[config.mk]
export PLATFORM = sky130hd
export DESIGN_NAME = wdcfg_top
export DESIGN_NICKNAME = d
export VERILOG_FILES = /design/src/rtl/wdcfg_pkg.sv /design/src/rtl/wdcfg_timeout_counter.sv /design/src/rtl/wdcfg_top.sv
export SDC_FILE = /design/constraint.sdc
export NUM_CORES = 1
export LEC_CHECK = 0
export ABC_AREA = 1
export BUFFER_PORTS_ARGS = -buffer_cell sky130_fd_sc_hd__buf_2
export CAP_MARGIN = 20
export CORE_MARGIN = 4
export CORE_UTILIZATION = 55
export DETAILED_ROUTE_END_ITERATION = 8
export MAX_ROUTING_LAYER = met4
export PLACE_DENSITY_LB_ADDON = 0.3
export SYNTH_ARGS = -nofsm -noshare
export SYNTH_HDL_FRONTEND = slang
export SYNTH_SLANG_ARGS = --single-unit
[constraint.sdc]
create_clock -name clk_i -period 8 [get_ports clk_i]
set_input_delay 0 -clock clk_i [delete_from_list [all_inputs] [get_ports clk_i]]
set_output_delay 0 -clock clk_i [all_outputs]
set_load 0.01 [all_outputs]
[src/rtl/wdcfg_pkg.sv]
package wdcfg_pkg;

   // Register offsets in port space; data space adds a fixed bias
   localparam logic [7:0] CTL_IO_OFF = 8'h21;
   localparam logic [7:0] CAUSE_IO_OFF = 8'h34;
   localparam logic [7:0] DATA_SPACE_BIAS = 8'h20;

   // Control register fields
   localparam int CTL_UNLOCK_BIT = 4;
   localparam int CTL_ON_BIT = 3;
   localparam int CTL_SEL_MSB = 2;
   localparam int SEL_W = 3;
   localparam logic [7:0] CTL_RESET = 8'h00;

   // Reset-cause register fields
   localparam int CAUSE_SCAN_BIT = 4;
   localparam int CAUSE_WD_BIT = 3;
   localparam int CAUSE_BO_BIT = 2;
   localparam int CAUSE_PIN_BIT = 1;
   localparam int CAUSE_PWR_BIT = 0;
   localparam int CAUSE_W = 5;
   localparam logic [4:0] CAUSE_POR_VAL = 5'h01;
   localparam logic [4:0] CAUSE_LEGACY_MASK = 5'h03;
   localparam logic [4:0] CAUSE_FULL_MASK = 5'h1f;

   // Change window length in system clock cycles
   localparam int WIN_CYC = 4;
   localparam logic [2:0] WIN_LAST = 3'(WIN_CYC - 1);

   // Shortest time-out is two to this power oscillator cycles
   localparam int TIMEOUT_BASE_LOG2 = 14;

   // Safety levels selected by the two fuses
   typedef enum logic [2:0] {
      WDCFG_LVL0 = 3'b001,
      WDCFG_LVL1 = 3'b010,
      WDCFG_LVL2 = 3'b100
   } wdcfg_level_t;

   // Always-on fuse dominates; compat fuse alone gives level zero
   function automatic wdcfg_level_t wdcfg_level(input logic compat, input logic always_on);
      wdcfg_level_t lvl;
      if (always_on) begin
         lvl = WDCFG_LVL2;
      end else if (compat) begin
         lvl = WDCFG_LVL0;
      end else begin
         lvl = WDCFG_LVL1;
      end
      return lvl;
   endfunction : wdcfg_level

endpackage : wdcfg_pkg

[src/rtl/wdcfg_timeout_counter.sv]
`timescale 1ns/100ps
`default_nettype none
module wdcfg_timeout_counter
   import wdcfg_pkg::*;
#(
   parameter int BASE_LOG2 = TIMEOUT_BASE_LOG2,
   parameter int CNT_W = BASE_LOG2 + 7
) (
   input wire logic clk_i,
   input wire logic rst_i,
   input wire logic ce_i,
   input wire logic tick_i,
   input wire logic clear_i,
   input wire logic run_i,
   input wire logic [2:0] sel_i,
   output logic expire_o
);

   logic [CNT_W-1:0] cnt_r;
   logic [CNT_W-1:0] cnt_nxt;
   logic expire_r;
   logic expire_nxt;
   logic [CNT_W-1:0] last;

   // Last count before expiry, doubling with each select code
   assign last = CNT_W'((32'd1 << (32'(BASE_LOG2) + 32'(sel_i))) - 32'd1);

   // Greater-or-equal so a shortened time-out mid-count still fires
   always_comb begin
      cnt_nxt = cnt_r;
      expire_nxt = 1'b0;
      if (clear_i || !run_i) begin
         cnt_nxt = '0;
      end else if (tick_i) begin
         if (cnt_r >= last) begin
            cnt_nxt = '0;
            expire_nxt = 1'b1;
         end else begin
            cnt_nxt = cnt_r + 1'b1;
         end
      end
   end

   // Counter state
   always_ff @(posedge clk_i or posedge rst_i) begin
      if (rst_i) begin
         cnt_r <= '0;
         expire_r <= 1'b0;
      end else if (ce_i) begin
         cnt_r <= cnt_nxt;
         expire_r <= expire_nxt;
      end
   end

   assign expire_o = expire_r;

endmodule : wdcfg_timeout_counter
`default_nettype wire

[src/rtl/wdcfg_top.sv]
// What this block does
// - Levels zero and one start disabled; writing enable one turns it on anytime.
// - Level zero accepts a new time-out select on any write.
// - Level one ignores select changes or disabling unless the window is open.
// - Level one: one write within four cycles sets enable and select.
// - Level two: watchdog always runs, enable always reads one.
// - Level two: select change within four cycles after opening; enable ignored.
// - Level two never disables the watchdog, even with the full sequence.
// - Hardware clears the unlock bit four cycles after it was set.
// - Enable clears only while the unlock bit is one.
// - Levels zero and one: open window, then clear enable within four cycles.
// - Select codes pick 16384 doubling up to 2097152 oscillator cycles.
// - Select field bits two to zero set the running time-out.
// - Scan flag bit 4 set by scan reset; cleared by power-up or zero.
// - Watchdog flag bit 3 set by watchdog reset; cleared likewise.
// - Brown-out flag bit 2 set by brown-out reset; cleared likewise.
// - Pin flag bit 1 set by external reset; cleared likewise.
// - Power-up flag bit 0 set by power-up; only a zero write clears it.
// - Legacy mode keeps only the pin and power-up flags.
// - Reset-cause register at port 0x34, data space 0x54.
// - Control register at port 0x21, data space 0x41.
// - Expiry gives a one-cycle reset pulse.
// - Counter cleared by restart, when disabled, and by chip reset.
// - Two fuses pick one of three safety levels.
`timescale 1ns/100ps
`default_nettype none
module wdcfg_top
   import wdcfg_pkg::*;
#(
   parameter int BASE_LOG2 = TIMEOUT_BASE_LOG2
) (
   input wire logic clk_i,
   input wire logic rst_i,
   input wire logic por_i,
   input wire logic ce_i,
   input wire logic io_sel_i,
   input wire logic [7:0] addr_i,
   input wire logic wr_i,
   input wire logic rd_i,
   input wire logic [7:0] wdata_i,
   output logic [7:0] rdata_o,
   input wire logic legacy_compat_fuse_i,
   input wire logic always_on_fuse_i,
   input wire logic wdt_osc_i,
   input wire logic restart_i,
   input wire logic pin_reset_i,
   input wire logic brownout_reset_i,
   input wire logic scan_reset_i,
   output logic wdt_reset_o,
   output logic watchdog_on_o,
   output logic [2:0] timeout_select_o
);

   // Address match in port space or with the data-space bias
   function automatic logic reg_hit(input logic port_space, input logic [7:0] addr,
                                    input logic [7:0] io_off);
      logic hit;
      if (port_space) begin
         hit = (addr == io_off);
      end else begin
         hit = (addr == io_off + DATA_SPACE_BIAS);
      end
      return hit;
   endfunction : reg_hit

   wdcfg_level_t level;
   logic ctl_hit;
   logic cause_hit;
   logic ctl_wr;
   logic cause_wr;
   logic w_unlock;
   logic w_on;
   logic [2:0] w_sel;
   logic reopen;

   assign level = wdcfg_level(legacy_compat_fuse_i, always_on_fuse_i);

   assign cause_hit = reg_hit(io_sel_i, addr_i, CAUSE_IO_OFF);
   assign ctl_hit = reg_hit(io_sel_i, addr_i, CTL_IO_OFF);

   assign ctl_wr = wr_i && ctl_hit;
   assign cause_wr = wr_i && cause_hit;
   assign w_unlock = wdata_i[CTL_UNLOCK_BIT];
   assign w_on = wdata_i[CTL_ON_BIT];
   assign w_sel = wdata_i[CTL_SEL_MSB:0];
   assign reopen = ctl_wr && w_unlock && w_on;

   // Control register state
   logic unlock_r;
   logic unlock_nxt;
   logic [2:0] win_cnt_r;
   logic [2:0] win_cnt_nxt;
   logic on_r;
   logic on_nxt;
   logic [2:0] sel_r;
   logic [2:0] sel_nxt;

   // Next control state; window tested before this write changes it
   always_comb begin
      unlock_nxt = unlock_r;
      win_cnt_nxt = win_cnt_r;
      on_nxt = on_r;
      sel_nxt = sel_r;
      if (unlock_r) begin
         if (win_cnt_r == WIN_LAST) begin
            unlock_nxt = 1'b0;
            win_cnt_nxt = 3'h0;
         end else begin
            win_cnt_nxt = win_cnt_r + 3'h1;
         end
      end
      if (ctl_wr) begin
         if (w_on) begin
            on_nxt = 1'b1;
         end else if (unlock_r) begin
            on_nxt = 1'b0;
         end
         case (level)
            WDCFG_LVL0: begin
               sel_nxt = w_sel;
            end
            WDCFG_LVL1: begin
               if (unlock_r) begin
                  sel_nxt = w_sel;
               end
            end
            WDCFG_LVL2: begin
               if (unlock_r) begin
                  sel_nxt = w_sel;
               end
            end
            default: begin
               sel_nxt = sel_r;
            end
         endcase
         // a write opens or closes the window
         unlock_nxt = reopen;
         win_cnt_nxt = 3'h0;
      end
      // level two forces the watchdog on
      if (level == WDCFG_LVL2) begin
         on_nxt = 1'b1;
      end
   end

   // Control registers, cleared on chip reset
   always_ff @(posedge clk_i or posedge rst_i) begin
      if (rst_i) begin
         unlock_r <= CTL_RESET[CTL_UNLOCK_BIT];
         win_cnt_r <= 3'h0;
         on_r <= CTL_RESET[CTL_ON_BIT];
         sel_r <= CTL_RESET[CTL_SEL_MSB:0];
      end else if (ce_i) begin
         unlock_r <= unlock_nxt;
         win_cnt_r <= win_cnt_nxt;
         on_r <= on_nxt;
         sel_r <= sel_nxt;
      end
   end

   // Oscillator synchroniser; first stage feeds only the second
   logic osc_s1_r;
   logic osc_s2_r;
   logic osc_s3_r;
   logic osc_tick;

   always_ff @(posedge clk_i or posedge rst_i) begin
      if (rst_i) begin
         osc_s1_r <= 1'b0;
         osc_s2_r <= 1'b0;
         osc_s3_r <= 1'b0;
      end else if (ce_i) begin
         osc_s1_r <= wdt_osc_i;
         osc_s2_r <= osc_s1_r;
         osc_s3_r <= osc_s2_r;
      end
   end

   // edge after sync; settings apply per tick
   assign osc_tick = osc_s2_r && !osc_s3_r;

   logic expire;

   wdcfg_timeout_counter #(
      .BASE_LOG2(BASE_LOG2)
   ) u_cnt (
      .clk_i(clk_i),
      .rst_i(rst_i),
      .ce_i(ce_i),
      .tick_i(osc_tick),
      .clear_i(restart_i),
      .run_i(on_r),
      .sel_i(sel_r),
      .expire_o(expire)
   );

   // Reset pulse and status outputs
   logic pulse_r;
   logic pulse_nxt;

   assign pulse_nxt = expire;

   always_ff @(posedge clk_i or posedge rst_i) begin
      if (rst_i) begin
         pulse_r <= 1'b0;
      end else if (ce_i) begin
         pulse_r <= pulse_nxt;
      end
   end

   assign wdt_reset_o = pulse_r;
   assign watchdog_on_o = on_r;
   assign timeout_select_o = sel_r;

   // Reset-cause flags live across chip resets; only power-up, a zero write or the level-zero mask clears them
   logic [4:0] cause_r;
   logic [4:0] cause_nxt;
   logic [4:0] cause_mask;
   logic [4:0] cause_evt;

   assign cause_mask = (level == WDCFG_LVL0) ? CAUSE_LEGACY_MASK : CAUSE_FULL_MASK;

   // Events; set beats a simultaneous zero write
   always_comb begin
      cause_evt = 5'h00;
      cause_evt[CAUSE_SCAN_BIT] = scan_reset_i;
      cause_evt[CAUSE_WD_BIT] = expire;
      cause_evt[CAUSE_BO_BIT] = brownout_reset_i;
      cause_evt[CAUSE_PIN_BIT] = pin_reset_i;
      cause_nxt = cause_r;
      if (cause_wr) begin
         cause_nxt = cause_r & wdata_i[CAUSE_W-1:0];
      end
      cause_nxt = (cause_nxt | cause_evt) & cause_mask;
   end

   // power-up sets its flag, clears the rest
   always_ff @(posedge clk_i or posedge por_i) begin
      if (por_i) begin
         cause_r <= CAUSE_POR_VAL;
      end else if (ce_i) begin
         cause_r <= cause_nxt;
      end
   end

   // Read data, registered; unmapped addresses read zero
   logic [7:0] rdata_r;
   logic [7:0] rdata_nxt;

   always_comb begin
      rdata_nxt = rdata_r;
      if (rd_i) begin
         rdata_nxt = 8'h00;
         if (ctl_hit) begin
            rdata_nxt[CTL_UNLOCK_BIT] = unlock_r;
            rdata_nxt[CTL_ON_BIT] = on_r || (level == WDCFG_LVL2);
            rdata_nxt[CTL_SEL_MSB:0] = sel_r;
         end else if (cause_hit) begin
            rdata_nxt[CAUSE_W-1:0] = cause_r & cause_mask;
         end
      end
   end

   always_ff @(posedge clk_i or posedge rst_i) begin
      if (rst_i) begin
         rdata_r <= 8'h00;
      end else if (ce_i) begin
         rdata_r <= rdata_nxt;
      end
   end

   assign rdata_o = rdata_r;
endmodule : wdcfg_top
`default_nettype wire

==> summary.md, run 1 <==
| Metric | Value |
|---|---|
| Outcome | `completed` |
| IO Pins | `43` |
| Clock root buffer | `clkbuf_8` |
| Die H | `84.0 um` |
| Worst Hold Depth | `3` |
| Class of the worst hold path | `primary input to flop` |
| Remaining DRCs | `0` |
| Final Critical Period | `3350 ps` |
| Syn_area_per_cell | `7.17 um2` |
| First-pass GRT wire length | `13.1 mm` |
| Clk sinks | `44` |
| RSZ-0062 raised after global routing | `false` |
| CP arrival | `3570 ps` |
| Post-CTS Setup Bufs | `0` |
| Initial antenna violation count | `0` |
| Via count | `3066` |
| Hold Fails Final Rpt | `0` |
| Clock Latency Late Sink | `300 ps` |
| CP Class | `flop to flop` |
| IO Port Bufs | `36` |
| Reg-to-Reg Start | `timeout_select_o[1]$_DFFE_PP0P_` |
| Setup violators final | `0` |
| Die X-Extent | `84.0 um` |
| Max Cap Violations | `0` |
| Worst r2r path cells | `11` |
| CTS tree | `built` |
| Mux contribution to synthesized area | `0` |
| Total Wirelength | `7.56 mm` |
| DR iter-0 viols | `146` |
| Final Power | `0.422 mW` |
| Worst hold start | `ce_i` |
| Setup slack, reg-to-reg | `4650 ps` |
| Placeable core area | `5540 um2` |
| Share of the synthesized area in the top cell type | `0.339` |
| FF-to-FF End | `u_cnt.cnt_r[16]$_DFFE_PP0P_` |
| Pre-CTS setup slack | `4640 ps` |
| Highest-delay cell along the critical path | `nand4_2` |
| Vias/cell | `5.39` |
| Register area share after synthesis | `0.347` |
| VDD IR max | `0.0000750 V` |
| Worst-margin pin slew | `605 ps` |
| Worst Hold End | `wdt_reset_o$_DFFE_PP0P_` |
| Compound-cell area share of the yosys netlist | `0.145` |
| Layout area overhead | `13.4%` |
| Largest family of logic cells by synthesized area | `simple AND/OR/NAND/NOR gates` |
| Worst EP required | `8210 ps` |
| Adder-cell share of the synthesized area | `0.0828` |
| Max Root-Sink Buffers | `2` |
| Ant diodes | `0` |
| Area leader, netlist | `dfrtp_1` |
| Final ANT Viol Nets | `0` |
| Final Skew | `6.62 ps` |
| NumNets Final | `547` |
| Synth warnings | `0` |
| PD cells | `117 nW/um2` |
| Synth Instances | `443` |
| Critical Path Fanout Max | `22` |
| Final TNS setup | `0 ps` |
| CTS clk-pin slew, worst paths | `90 ps` |
| Netlist Area Pre-Place | `3170 um2` |
| WL/cell | `13.3 um` |
| Synth Area in XOR/XNOR | `0.0110` |
| Total grt overflow | `0` |
| DRT Pass-1 Iters | `4` |
| Final period util | `0.419` |
| Cell chain of the critical path | `clkinv_1 > ha_1 > inv_1 > nor3_1 > xor2_1 > ha_1 > a21oi_1 > nand2_1 > a21oi_1 > nand4_2 > o21bai_1` |
| Fin. max-slew vios | `0` |
| Synth Area in Simple Gates | `0.306` |
| Initial Util | `0.573` |
| Largest net degree at the start of global routing | `40` |
| GRT Total Usage | `0.230` |
| FP Rows | `27` |
| Leak | `1.85 nW` |
| Maximum operating frequency | `0.298 GHz` |
| Top post-synthesis cells by area | `dfrtp_1 (34%), nand2_1 (13%), ha_1 (8.3%)` |
| Crit end category | `flop` |
| #FFs+latches synth | `44` |
| Final WS setup | `4650 ps` |
| Slew margin rel. | `0.596` |
| Worst setup SP type | `flop` |
| Vias in the first global route | `3010` |
| Crit-path max cell delay | `510 ps` |
| Placer Congestion | `0.860` |
| Total CTS buffers | `5` |
| Die ar. | `7050 um2` |
| Share of layout cells above drive strength 1 | `0.111` |
| Netlist cell types | `34` |
| Hpwl dp | `5.57 mm` |
| H-tree levels | `2` |
per-stage QoR:
stage,hold slack (ps),utilization,cell area (um2),cells
after floorplan,-222,-,3190,448
after global placement,-101,0.612,3390,548
after detailed placement,-96.1,0.612,3390,548
final,38.7,0.650,3600,569
after CTS,27.6,0.650,3600,569
after global routing,65.4,0.650,3600,569
worst max-delay path by stage:
stage	cells after the start	start	to
after global routing	11	timeout_select_o[1]$_DFFE_PP0P_	u_cnt.cnt_r[14]$_DFFE_PP0P_
final	11	timeout_select_o[1]$_DFFE_PP0P_	u_cnt.cnt_r[16]$_DFFE_PP0P_
after CTS	11	timeout_select_o[1]$_DFFE_PP0P_	u_cnt.cnt_r[16]$_DFFE_PP0P_
after detailed placement	11	timeout_select_o[1]$_DFFE_PP0P_	u_cnt.cnt_r[16]$_DFFE_PP0P_
after floorplan	12	timeout_select_o[1]$_DFFE_PP0P_	u_cnt.cnt_r[11]$_DFFE_PP0P_
after global placement	11	timeout_select_o[1]$_DFFE_PP0P_	u_cnt.cnt_r[17]$_DFFE_PP0P_
power breakdown:
part	total (mW)	internal (mW)	leakage [nW]	switching, mW
registers	0.233	0.229	0.576	0.00473
logic	0.0481	0.0184	1.23	0.0297
clock network	0.141	0.0615	0.0422	0.0795
cell families (layout without fill, tap and decap cells):
kind of cell	Yosys count	count (layout)
AOI/OAI and AO/OA	74	74
xor gates and xnor gates	4	4
adders and majority gates	21	21
buffers and inverters	77	126
DFF	44	44
other	1	6
and+or+nand+nor	222	222
sequential cells by signal, summed over array words and instances, names as in the netlist:
register	count
osc_s3_r	1
osc_s1_r	1
rdata_o	5
osc_s2_r	1
u_cnt.expire_o	1
timeout_select_o	3
u_cnt.cnt_r	21
win_cnt_r	3
wdt_reset_o	1
cause_r	5
watchdog_on_o	1
unlock_r	1
layer usage:
layer	part of all wire	track usage	wire, um
met5	0	-	0
met4	0.024	0.0921	182
met3	0.042	0.0395	315
met2	0.49	0.390	3710
met1	0.44	0.270	3350
synthesized netlist by cell type:
master and n:
buf_4 4, buf_6 2, nand4_2 1, dfrtp_1 43
o21ai_0 22, clkinv_1 1, dfstp_2 1, nand3_2 2
ha_1 21, and3_2 1, inv_1 66, nand4_1 12
nand2_1 108, nor3_1 10, nand3_1 28, o31ai_1 1
nor2_4 2, conb_1 1, a31oi_1 1, a211oi_1 1
nand2_2 2, nand3b_1 2, buf_2 1, nor2_1 51
clkbuf_8 2, xor2_1 3, o22ai_1 6, xnor2_1 1
clkbuf_1 1, o21bai_1 26, a21oi_1 13, o211ai_1 4
nor4_1 1, nor2_2 2
area by class of cell:
cell class	count	area, um2
clock buffer	7	76.3
fill	509	1940
timing repair buffer	51	325
tap	72	90.1
multi-input combinational	327	1750
clock inverter	1	5.00
inverter	67	251
sequential	44	1100
critical path: cells and delay by family, from the launching register on:
kind | cells | cell delay [ps]
simple gates | 3 | 850
fa+ha+maj | 2 | 720
compound gates | 3 | 660
flops | 1 | 460
buf+inv | 2 | 400
xor+xnor | 1 | 180
cells in the final DEF, fill, tap and decap left out, types with 4 or more instances in the layout:
| cell type | instances |
|---|---|
| a21oi_1 | 13 |
| buf_2 | 36 |
| clkbuf_8 | 5 |
| conb_1 | 6 |
| dfrtp_1 | 43 |
| dlygate4sd3_1 | 13 |
| ha_1 | 21 |
| inv_1 | 66 |
| nand2_1 | 108 |
| nand3_1 | 28 |
| nand4_1 | 12 |
| nor2_1 | 51 |
| nor3_1 | 10 |
| o211ai_1 | 4 |
| o21ai_0 | 22 |
| o21bai_1 | 26 |
| o22ai_1 | 6 |
repair_timing:
| action | 4_1_cts | 5_1_grt |
|---|---|---|
| gates resized for setup | 0 | 0 |
| hold endpoints to repair | 54 | 0 |
| hold buffers | 13 | 0 |
Power figures use the tool's default switching activity.
==> inputs of run 2 (changes only) <==
==> constraint.sdc (replaced) <==
create_clock -name clk_i -period 3.2 [get_ports clk_i]
set_input_delay 0 -clock clk_i [delete_from_list [all_inputs] [get_ports clk_i]]
set_output_delay 0 -clock clk_i [all_outputs]
set_load 0.01 [all_outputs]
==> run 2 against run 1 <==
Net effect:
- count of clock-buffer cells in the layout down 1
- worst hold slack better by 3.5 ps
- critical path depth up 1
- largest cell class unchanged
- non-clock buffer count up 1
- cell area up 1.4%
==> summary.md, run 2 (synthesized netlist as in run 1, its figures left out) <==
| Metric | Value |
|---|---|
| Clock root buffer | `clkbuf_8` |
| Reg-to-Reg Start | `timeout_select_o[1]$_DFFE_PP0P_` |
| Final WS setup | `296 ps (-4350 ps)` |
| Hpwl dp | `5.53 mm (-0.75%)` |
| Largest Register | `u_cnt.cnt_r` |
| Final Critical Period | `2900 ps (-449 ps)` |
| Share of layout cells above drive strength 1 | `0.118 (+0.00781)` |
| Max Root-Sink Buffers | `2 (unchanged)` |
| IO Pins | `43 (unchanged)` |
| Largest net degree at the start of global routing | `40 (unchanged)` |
| VDD IR max | `0.000224 V (+200%)` |
| CTS tree | `built` |
| Filler Cells Inserted | `474 (-6.9%)` |
| Vias in the first global route | `3050 (+1.3%)` |
| Die X-Extent | `84.0 um (unchanged)` |
| Initial antenna violation count | `0 (unchanged)` |
| Total Wirelength | `7.51 mm (-0.56%)` |
| Setup slack, reg-to-reg | `300 ps (-4350 ps)` |
| GRT Total Usage | `0.228 (-0.00153)` |
| Leak | `1.86 nW (+0.98%)` |
| FP Rows | `27 (unchanged)` |
| Fin area | `3650 um2 (+1.4%)` |
| CP Class | `flop to flop` |
| CTS clk-pin slew, worst paths | `90 ps (about the same)` |
| CP arrival | `3100 ps (-470 ps)` |
| Most frequent cells in the layout | `nand2_1 (108), inv_1 (66), nor2_1 (51), dfrtp_1 (42), buf_2 (36)` |
| Final TNS setup | `0 ps (unchanged)` |
| IO Port Bufs | `36 (unchanged)` |
| Final Skew | `6.57 ps (-0.0489 ps)` |
| Ant diodes | `0 (unchanged)` |
| Initial Util | `0.573 (unchanged)` |
| H-tree levels | `2 (unchanged)` |
| Die H | `84.0 um (unchanged)` |
| PD cells | `311 nW/um2 (+160%)` |
| Placer Congestion | `0.895 (+4.1%)` |
| Die ar. | `7050 um2 (unchanged)` |
| Commonest non-fill, non-tap cell in the layout | `nand2_1` |
| Max Cap Violations | `0 (unchanged)` |
| Worst-margin pin slew | `572 ps (-32.5 ps)` |
| Hold Fails Final Rpt | `0 (unchanged)` |
| Reg area | `1100 um2 (+0.11%)` |
| Vias/cell | `5.35 (-0.73%)` |
| FF-to-FF End | `u_cnt.cnt_r[16]$_DFFE_PP0P_` |
| Critical path origin | `timeout_select_o[1]$_DFFE_PP0P_` |
| RSZ-0062 raised after global routing | `false` |
| NumNets Final | `548 (+0.18%)` |
| Final Power | `1.13 mW (+170%)` |
| Final period util | `0.908 (+0.488)` |
| Class of the worst hold path | `primary input to flop` |
| Clock Latency Late Sink | `300 ps (about the same)` |
| WL/cell | `13.2 um (-0.73%)` |
| First-pass GRT wire length | `13.0 mm (-0.84%)` |
| Remaining DRCs | `0 (unchanged)` |
| Max FFs per register | `21 (unchanged)` |
| Crit end category | `flop` |
| Hold WS | `42.2 ps (+3.48 ps)` |
| Maximum operating frequency | `0.344 GHz (+15%)` |
| Via count | `3049 (-0.55%)` |
| Fin. max-slew vios | `0 (unchanged)` |
| Area occupied by multi-input gates | `1750 um2 (unchanged)` |
| Setup violators final | `0 (unchanged)` |
| Worst Hold Depth | `3 (unchanged)` |
| Critical Path Fanout Max | `22 (unchanged)` |
| Layout area overhead | `15.1%` |
| Outcome | `completed` |
| Final ANT Viol Nets | `0 (unchanged)` |
| Total grt overflow | `0 (unchanged)` |
| DRT Pass-1 Iters | `4 (unchanged)` |
| Worst EP required | `3390 ps (-4820 ps)` |
| Worst Hold End | `wdt_reset_o$_DFFE_PP0P_` |
| Cell area after placement | `3410 um2 (+0.59%)` |
| Worst r2r path cells | `12 (+1)` |
| Clk sinks | `44 (unchanged)` |
| DR iter-0 viols | `133 (-8.9%)` |
| Slew margin rel. | `0.618 (+0.0222)` |
| Worst setup SP type | `flop` |
| Placeable core area | `5540 um2 (unchanged)` |
| Worst hold start | `ce_i` |
| Pre-CTS setup slack | `225 ps (-4420 ps)` |
| Total CTS buffers | `5 (unchanged)` |
[run 2: worst max-delay path by stage]
| stage | endpoint | cells past startpoint | slack, ps |
|---|---|---|---|
| floorplan | u_cnt.cnt_r[11]$_DFFE_PP0P_ | 12 | 540 |
| global placement | u_cnt.expire_o$_DFFE_PP0P_ | 13 | 380 |
| detailed placement | u_cnt.cnt_r[19]$_DFFE_PP0P_ | 12 | 220 |
| CTS | u_cnt.cnt_r[19]$_DFFE_PP0P_ | 12 | 210 |
| global route | u_cnt.expire_o$_DFFE_PP0P_ | 13 | 60 |
| finish | u_cnt.cnt_r[16]$_DFFE_PP0P_ | 12 | 300 |
[run 2: stage by stage]
stage	std cells	utilization
detailed placement	549	0.615
finish	570	0.659
global route	570	0.659
CTS	570	0.658
floorplan	448	-
global placement	549	0.615
[run 2: cell type report]
class	count	area share
Clock buffer	6	0.0199
Clock inverter	2	0.00959
Inverter	67	0.0699
Multi-Input combinational cell	327	0.479
Sequential cell	44	0.302
Tap cell	72	0.0247
Timing Repair Buffer	52	0.0946
[run 2: worst max-delay path: stages, from the launching register on]
cell        delay [ps]
dfrtp_2            460
clkinvlp_4         210
ha_1               410
inv_1              130
nor3_1             240
xor2_1             100
ha_1               340
nand4_1            110
nor3_1             220
nand3_1            170
nand4_2            150
buf_12             170
o21bai_1            80
[run 2: repair_timing]
item / CTS / global route
resized for setup: 0 / 2
buffers inserted: 0 / 0
endpoints found under the setup margin: 0 / 22
hold buffers: 13 / 0
endpoints found under the hold margin: 54 / 0
[run 2: layer usage]
metal  wire length [um]  track usage
met1               3330        0.266
met2               3640        0.392
met3                382       0.0434
met4                158       0.0833
met5                  0            -
[run 2: power breakdown]
group | leakage (nW) | switching [mW] | total (mW) | internal, mW
registers | 0.575 | 0.0124 | 0.584 | 0.571
clock network | 0.0552 | 0.198 | 0.430 | 0.232
logic | 1.23 | 0.0748 | 0.121 | 0.0459
total | 1.86 | 0.285 | 1.13 | 0.849
==> inputs of run 3 (changes only) <==
--- a/config.mk
+++ b/config.mk
@@ -15,4 +15,5 @@
 export PLACE_DENSITY_LB_ADDON = 0.3
 export SYNTH_ARGS = -nofsm -noshare
 export SYNTH_HDL_FRONTEND = slang
+export SYNTH_HIERARCHICAL = 1
 export SYNTH_SLANG_ARGS = --single-unit
==> run 3 against run 2 <==
Net effect:
- non-clock buffer count up 1
- synthesized cell count up 14%
- utilization up 0.60 points
- combinational power up 110%
- worst hold slack worse by 15 ps
- cell count up 12%
- sequential cell count unchanged
- maximum frequency up 6.7%
- largest power group unchanged
- highest routed layer unchanged
==> summary.md, run 3 <==
| Metric | Value |
|---|---|
| Final TNS setup | `0 ps (unchanged)` |
| Cts hold-fix bufs | `15 (+2)` |
| Area leader, netlist | `dfrtp_1` |
| FF-to-FF End | `u_cnt/cnt_r[8]$_DFFE_PP0P_` |
| Die H | `88.2 um (+5.0%)` |
| H-tree levels | `2 (unchanged)` |
| Worst hold start | `legacy_compat_fuse_i` |
| Synth warnings | `6 (+6)` |
| Top post-synthesis cells by area | `dfrtp_1 (30%), nand2_1 (17%), ha_1 (9.6%)` |
| Hold Fails Final Rpt | `0 (unchanged)` |
| Die X-Extent | `88.2 um (+5.0%)` |
| Maximum operating frequency | `0.367 GHz (+6.7%)` |
| Share of layout cells above drive strength 1 | `0.168 (+0.0500)` |
| Final period util | `0.851 (-0.0569)` |
| Total CTS buffers | `5 (unchanged)` |
| CP bufs+invs | `4 (+1)` |
| Register area share after synthesis | `0.312 (-0.0355)` |
| Post-CTS Setup Bufs | `0 (unchanged)` |
| Syn_area_per_cell | `7.02 um2 (-2.1%)` |
| Setup slack, reg-to-reg | `480 ps (+180 ps)` |
| Final ANT Viol Nets | `0 (unchanged)` |
| Die ar. | `7780 um2 (+10%)` |
| Total grt overflow | `0 (unchanged)` |
| Worst EP required | `3420 ps (+30 ps)` |
| WL/cell | `12.6 um (-4.5%)` |
| Vias/cell | `5.23 (-2.1%)` |
| Synth async-reset ratio | `1.00 (unchanged)` |
| Commonest non-fill, non-tap cell in the layout | `nand2_1` |
| Worst Hold End | `cause_r[3]$_DFFE_PP0P_` |
| DR iter-0 viols | `217 (+63%)` |
| Synth Instances | `504 (+14%)` |
| Worst Hold Depth | `4 (+1)` |
| Crit-path max cell delay | `440 ps (-20 ps)` |
| Fin. max-slew vios | `0 (unchanged)` |
| First-pass GRT wire length | `13.6 mm (+4.8%)` |
| Worst setup SP type | `flop` |
| IO Pins | `43 (unchanged)` |
| Largest net degree at the start of global routing | `23 (-43%)` |
| Critical Path Fanout Max | `18 (-18%)` |
| Hpwl dp | `6.15 mm (+11%)` |
| Worst-margin pin slew | `844 ps (+272 ps)` |
| Placeable core area | `6100 um2 (+10%)` |
| Layout area overhead | `14.7%` |
| Setup violators final | `0 (unchanged)` |
| Final Skew | `9.02 ps (+2.45 ps)` |
| Clk sinks | `44 (unchanged)` |
| Largest Register | `u_cnt/cnt_r` |
| CP arrival | `2940 ps (-160 ps)` |
| IO Port Bufs | `36 (unchanged)` |
| Clock root buffer | `clkbuf_8` |
| #FFs+latches synth | `44 (unchanged)` |
| Clock Latency Late Sink | `310 ps (about the same)` |
| Placer Congestion | `0.932 (+4.2%)` |
| Ant diodes | `0 (unchanged)` |
| CTS clk-pin slew, worst paths | `90 ps (about the same)` |
| EDFF count, synth | `0 (unchanged)` |
| Cell chain of the critical path | `inv_1 > ha_1 > inv_1 > nand3_1 > xor2_1 > ha_1 > nand2_2 > inv_1 > nand2_1 > nand2_1 > clkinv_1 > nand2_1 > nor2_2 > nand3_4 > o21ai_0` |
| Max FFs per register | `21 (unchanged)` |
| Via count | `3345 (+9.7%)` |
| Leak | `2.17 nW (+16%)` |
| Final Power | `1.32 mW (+16%)` |
| Crit end category | `flop` |
| Max Cap Violations | `0 (unchanged)` |
| FP Rows | `28 (+3.7%)` |
| Netlist Area Pre-Place | `3540 um2 (+11%)` |
| PD cells | `325 nW/um2 (+4.7%)` |
| Initial Util | `0.580 (+0.00710)` |
| Worst r2r path cells | `15 (+3)` |
| Total Wirelength | `8.05 mm (+7.1%)` |
| CTS tree | `built` |
| Slew margin rel. | `0.437 (-0.181)` |
| Remaining DRCs | `0 (unchanged)` |
| Vias in the first global route | `3110 (+2.0%)` |
| Netlist cell types | `41 (+21%)` |
| Share of the synthesized area in the top cell type | `0.304 (-0.0347)` |
| Synth top cells by count | `nand2_1 (162), inv_1 (67), nor2_1 (45)` |
| Class of the worst hold path | `primary input to flop` |
| Crit-path leading delay family | `simple AND/OR/NAND/NOR gates` |
| Main synth FF type | `dfrtp_1` |
| Most instantiated library cell after synthesis | `nand2_1` |
| VDD IR max | `0.000284 V (+27%)` |
| GRT Total Usage | `0.227 (-0.00164)` |
| CP Class | `flop to flop` |
| RSZ-0062 raised after global routing | `false` |
| Critical path depth | `15 (+3)` |
| Reg-to-Reg Start | `timeout_select_o[2]$_DFFE_PP0P_` |
| Highest-delay cell along the critical path | `dfrtp_1` |
| Final Critical Period | `2720 ps (-182 ps)` |
| Most frequent cells in the layout | `nand2_1 (162), inv_1 (67), nor2_1 (45), dfrtp_1 (43), buf_2 (36)` |
| NumNets Final | `620 (+13%)` |
| DRT Pass-1 Iters | `5 (+1)` |
| Post-cts gate resize count | `0 (unchanged)` |
| Max Root-Sink Buffers | `2 (unchanged)` |
| Outcome | `completed` |
| Initial antenna violation count | `0 (unchanged)` |
## run 3: cell types whose count changed after synthesis, sizes merged, moves of 4 or more
cell    previous run  this run
o22ai              6         0
nand2            110       172
ha                21        27
nand3             30        41
nor2              55        60
nand4             13         9
a31oi              1         5
o21ai             22        33
nor3              10         1
o21bai            26         2
## run 3: kinds of logic after synthesis
family,count (synthesis),share of synthesized area
xor gates and xnor gates,3,0.00743
DFF,44,0.312
AOI/OAI and AO/OA,59,0.0998
other,2,0.00212
buffers and inverters,79,0.0941
and+or+nand+nor,290,0.389
adders and majority gates,27,0.0955
## run 3: layer usage
layer / track usage / wire (um)
met1: 0.301 / 3690
met2: 0.355 / 3890
met3: 0.0386 / 338
met4: 0.0701 / 130
met5: - / 0
## run 3: how the worst max path moves through the flow
stage / startpoint / slack [ps] / end
floorplan: timeout_select_o[1]$_DFFE_PP0P_ / 650 / u_cnt/expire_o$_DFFE_PP0P_
finish: timeout_select_o[2]$_DFFE_PP0P_ / 480 / u_cnt/cnt_r[8]$_DFFE_PP0P_
CTS: timeout_select_o[2]$_DFFE_PP0P_ / 470 / u_cnt/cnt_r[20]$_DFFE_PP0P_
global route: timeout_select_o[2]$_DFFE_PP0P_ / 220 / u_cnt/cnt_r[20]$_DFFE_PP0P_
global placement: timeout_select_o[2]$_DFFE_PP0P_ / 540 / u_cnt/cnt_r[17]$_DFFE_PP0P_
detailed placement: timeout_select_o[2]$_DFFE_PP0P_ / 490 / u_cnt/cnt_r[20]$_DFFE_PP0P_
## run 3: layout make-up
cell class	count	area [um2]
multi-input combinational	389	2140
fill	525	2040
sequential	44	1100
timing repair buffer	53	345
inverter	70	263
tap	75	93.8
clock buffer	5	68.8
clock inverter	3	46.3
## run 3: where the power goes
part / leakage (nW) / internal (mW) / switching, mW
logic: 1.53 / 0.0954 / 0.159
registers: 0.584 / 0.594 / 0.0303
clock network: 0.0548 / 0.235 / 0.205
## run 3: through the flow
step	std cells	utilization	worst slack (ps)	cell area (um2)	hold slack [ps]
CTS	639	0.665	473	4060	15.9
global placement	616	0.622	539	3790	-83.2
detailed placement	616	0.622	493	3790	-89.0
floorplan	512	-	648	3570	-222
finish	639	0.665	478	4060	27.0
global route	639	0.665	218	4060	33.7
## run 3: worst reg2reg max path: cells and delay by family (launching register included)
kind / cells / cell delay [ps]
and+or+nand+nor: 7 / 800
AOI/OAI and AO/OA: 1 / 250
DFF: 1 / 440
xor gates and xnor gates: 1 / 160
adders and majority gates: 2 / 640
buffers and inverters: 4 / 340
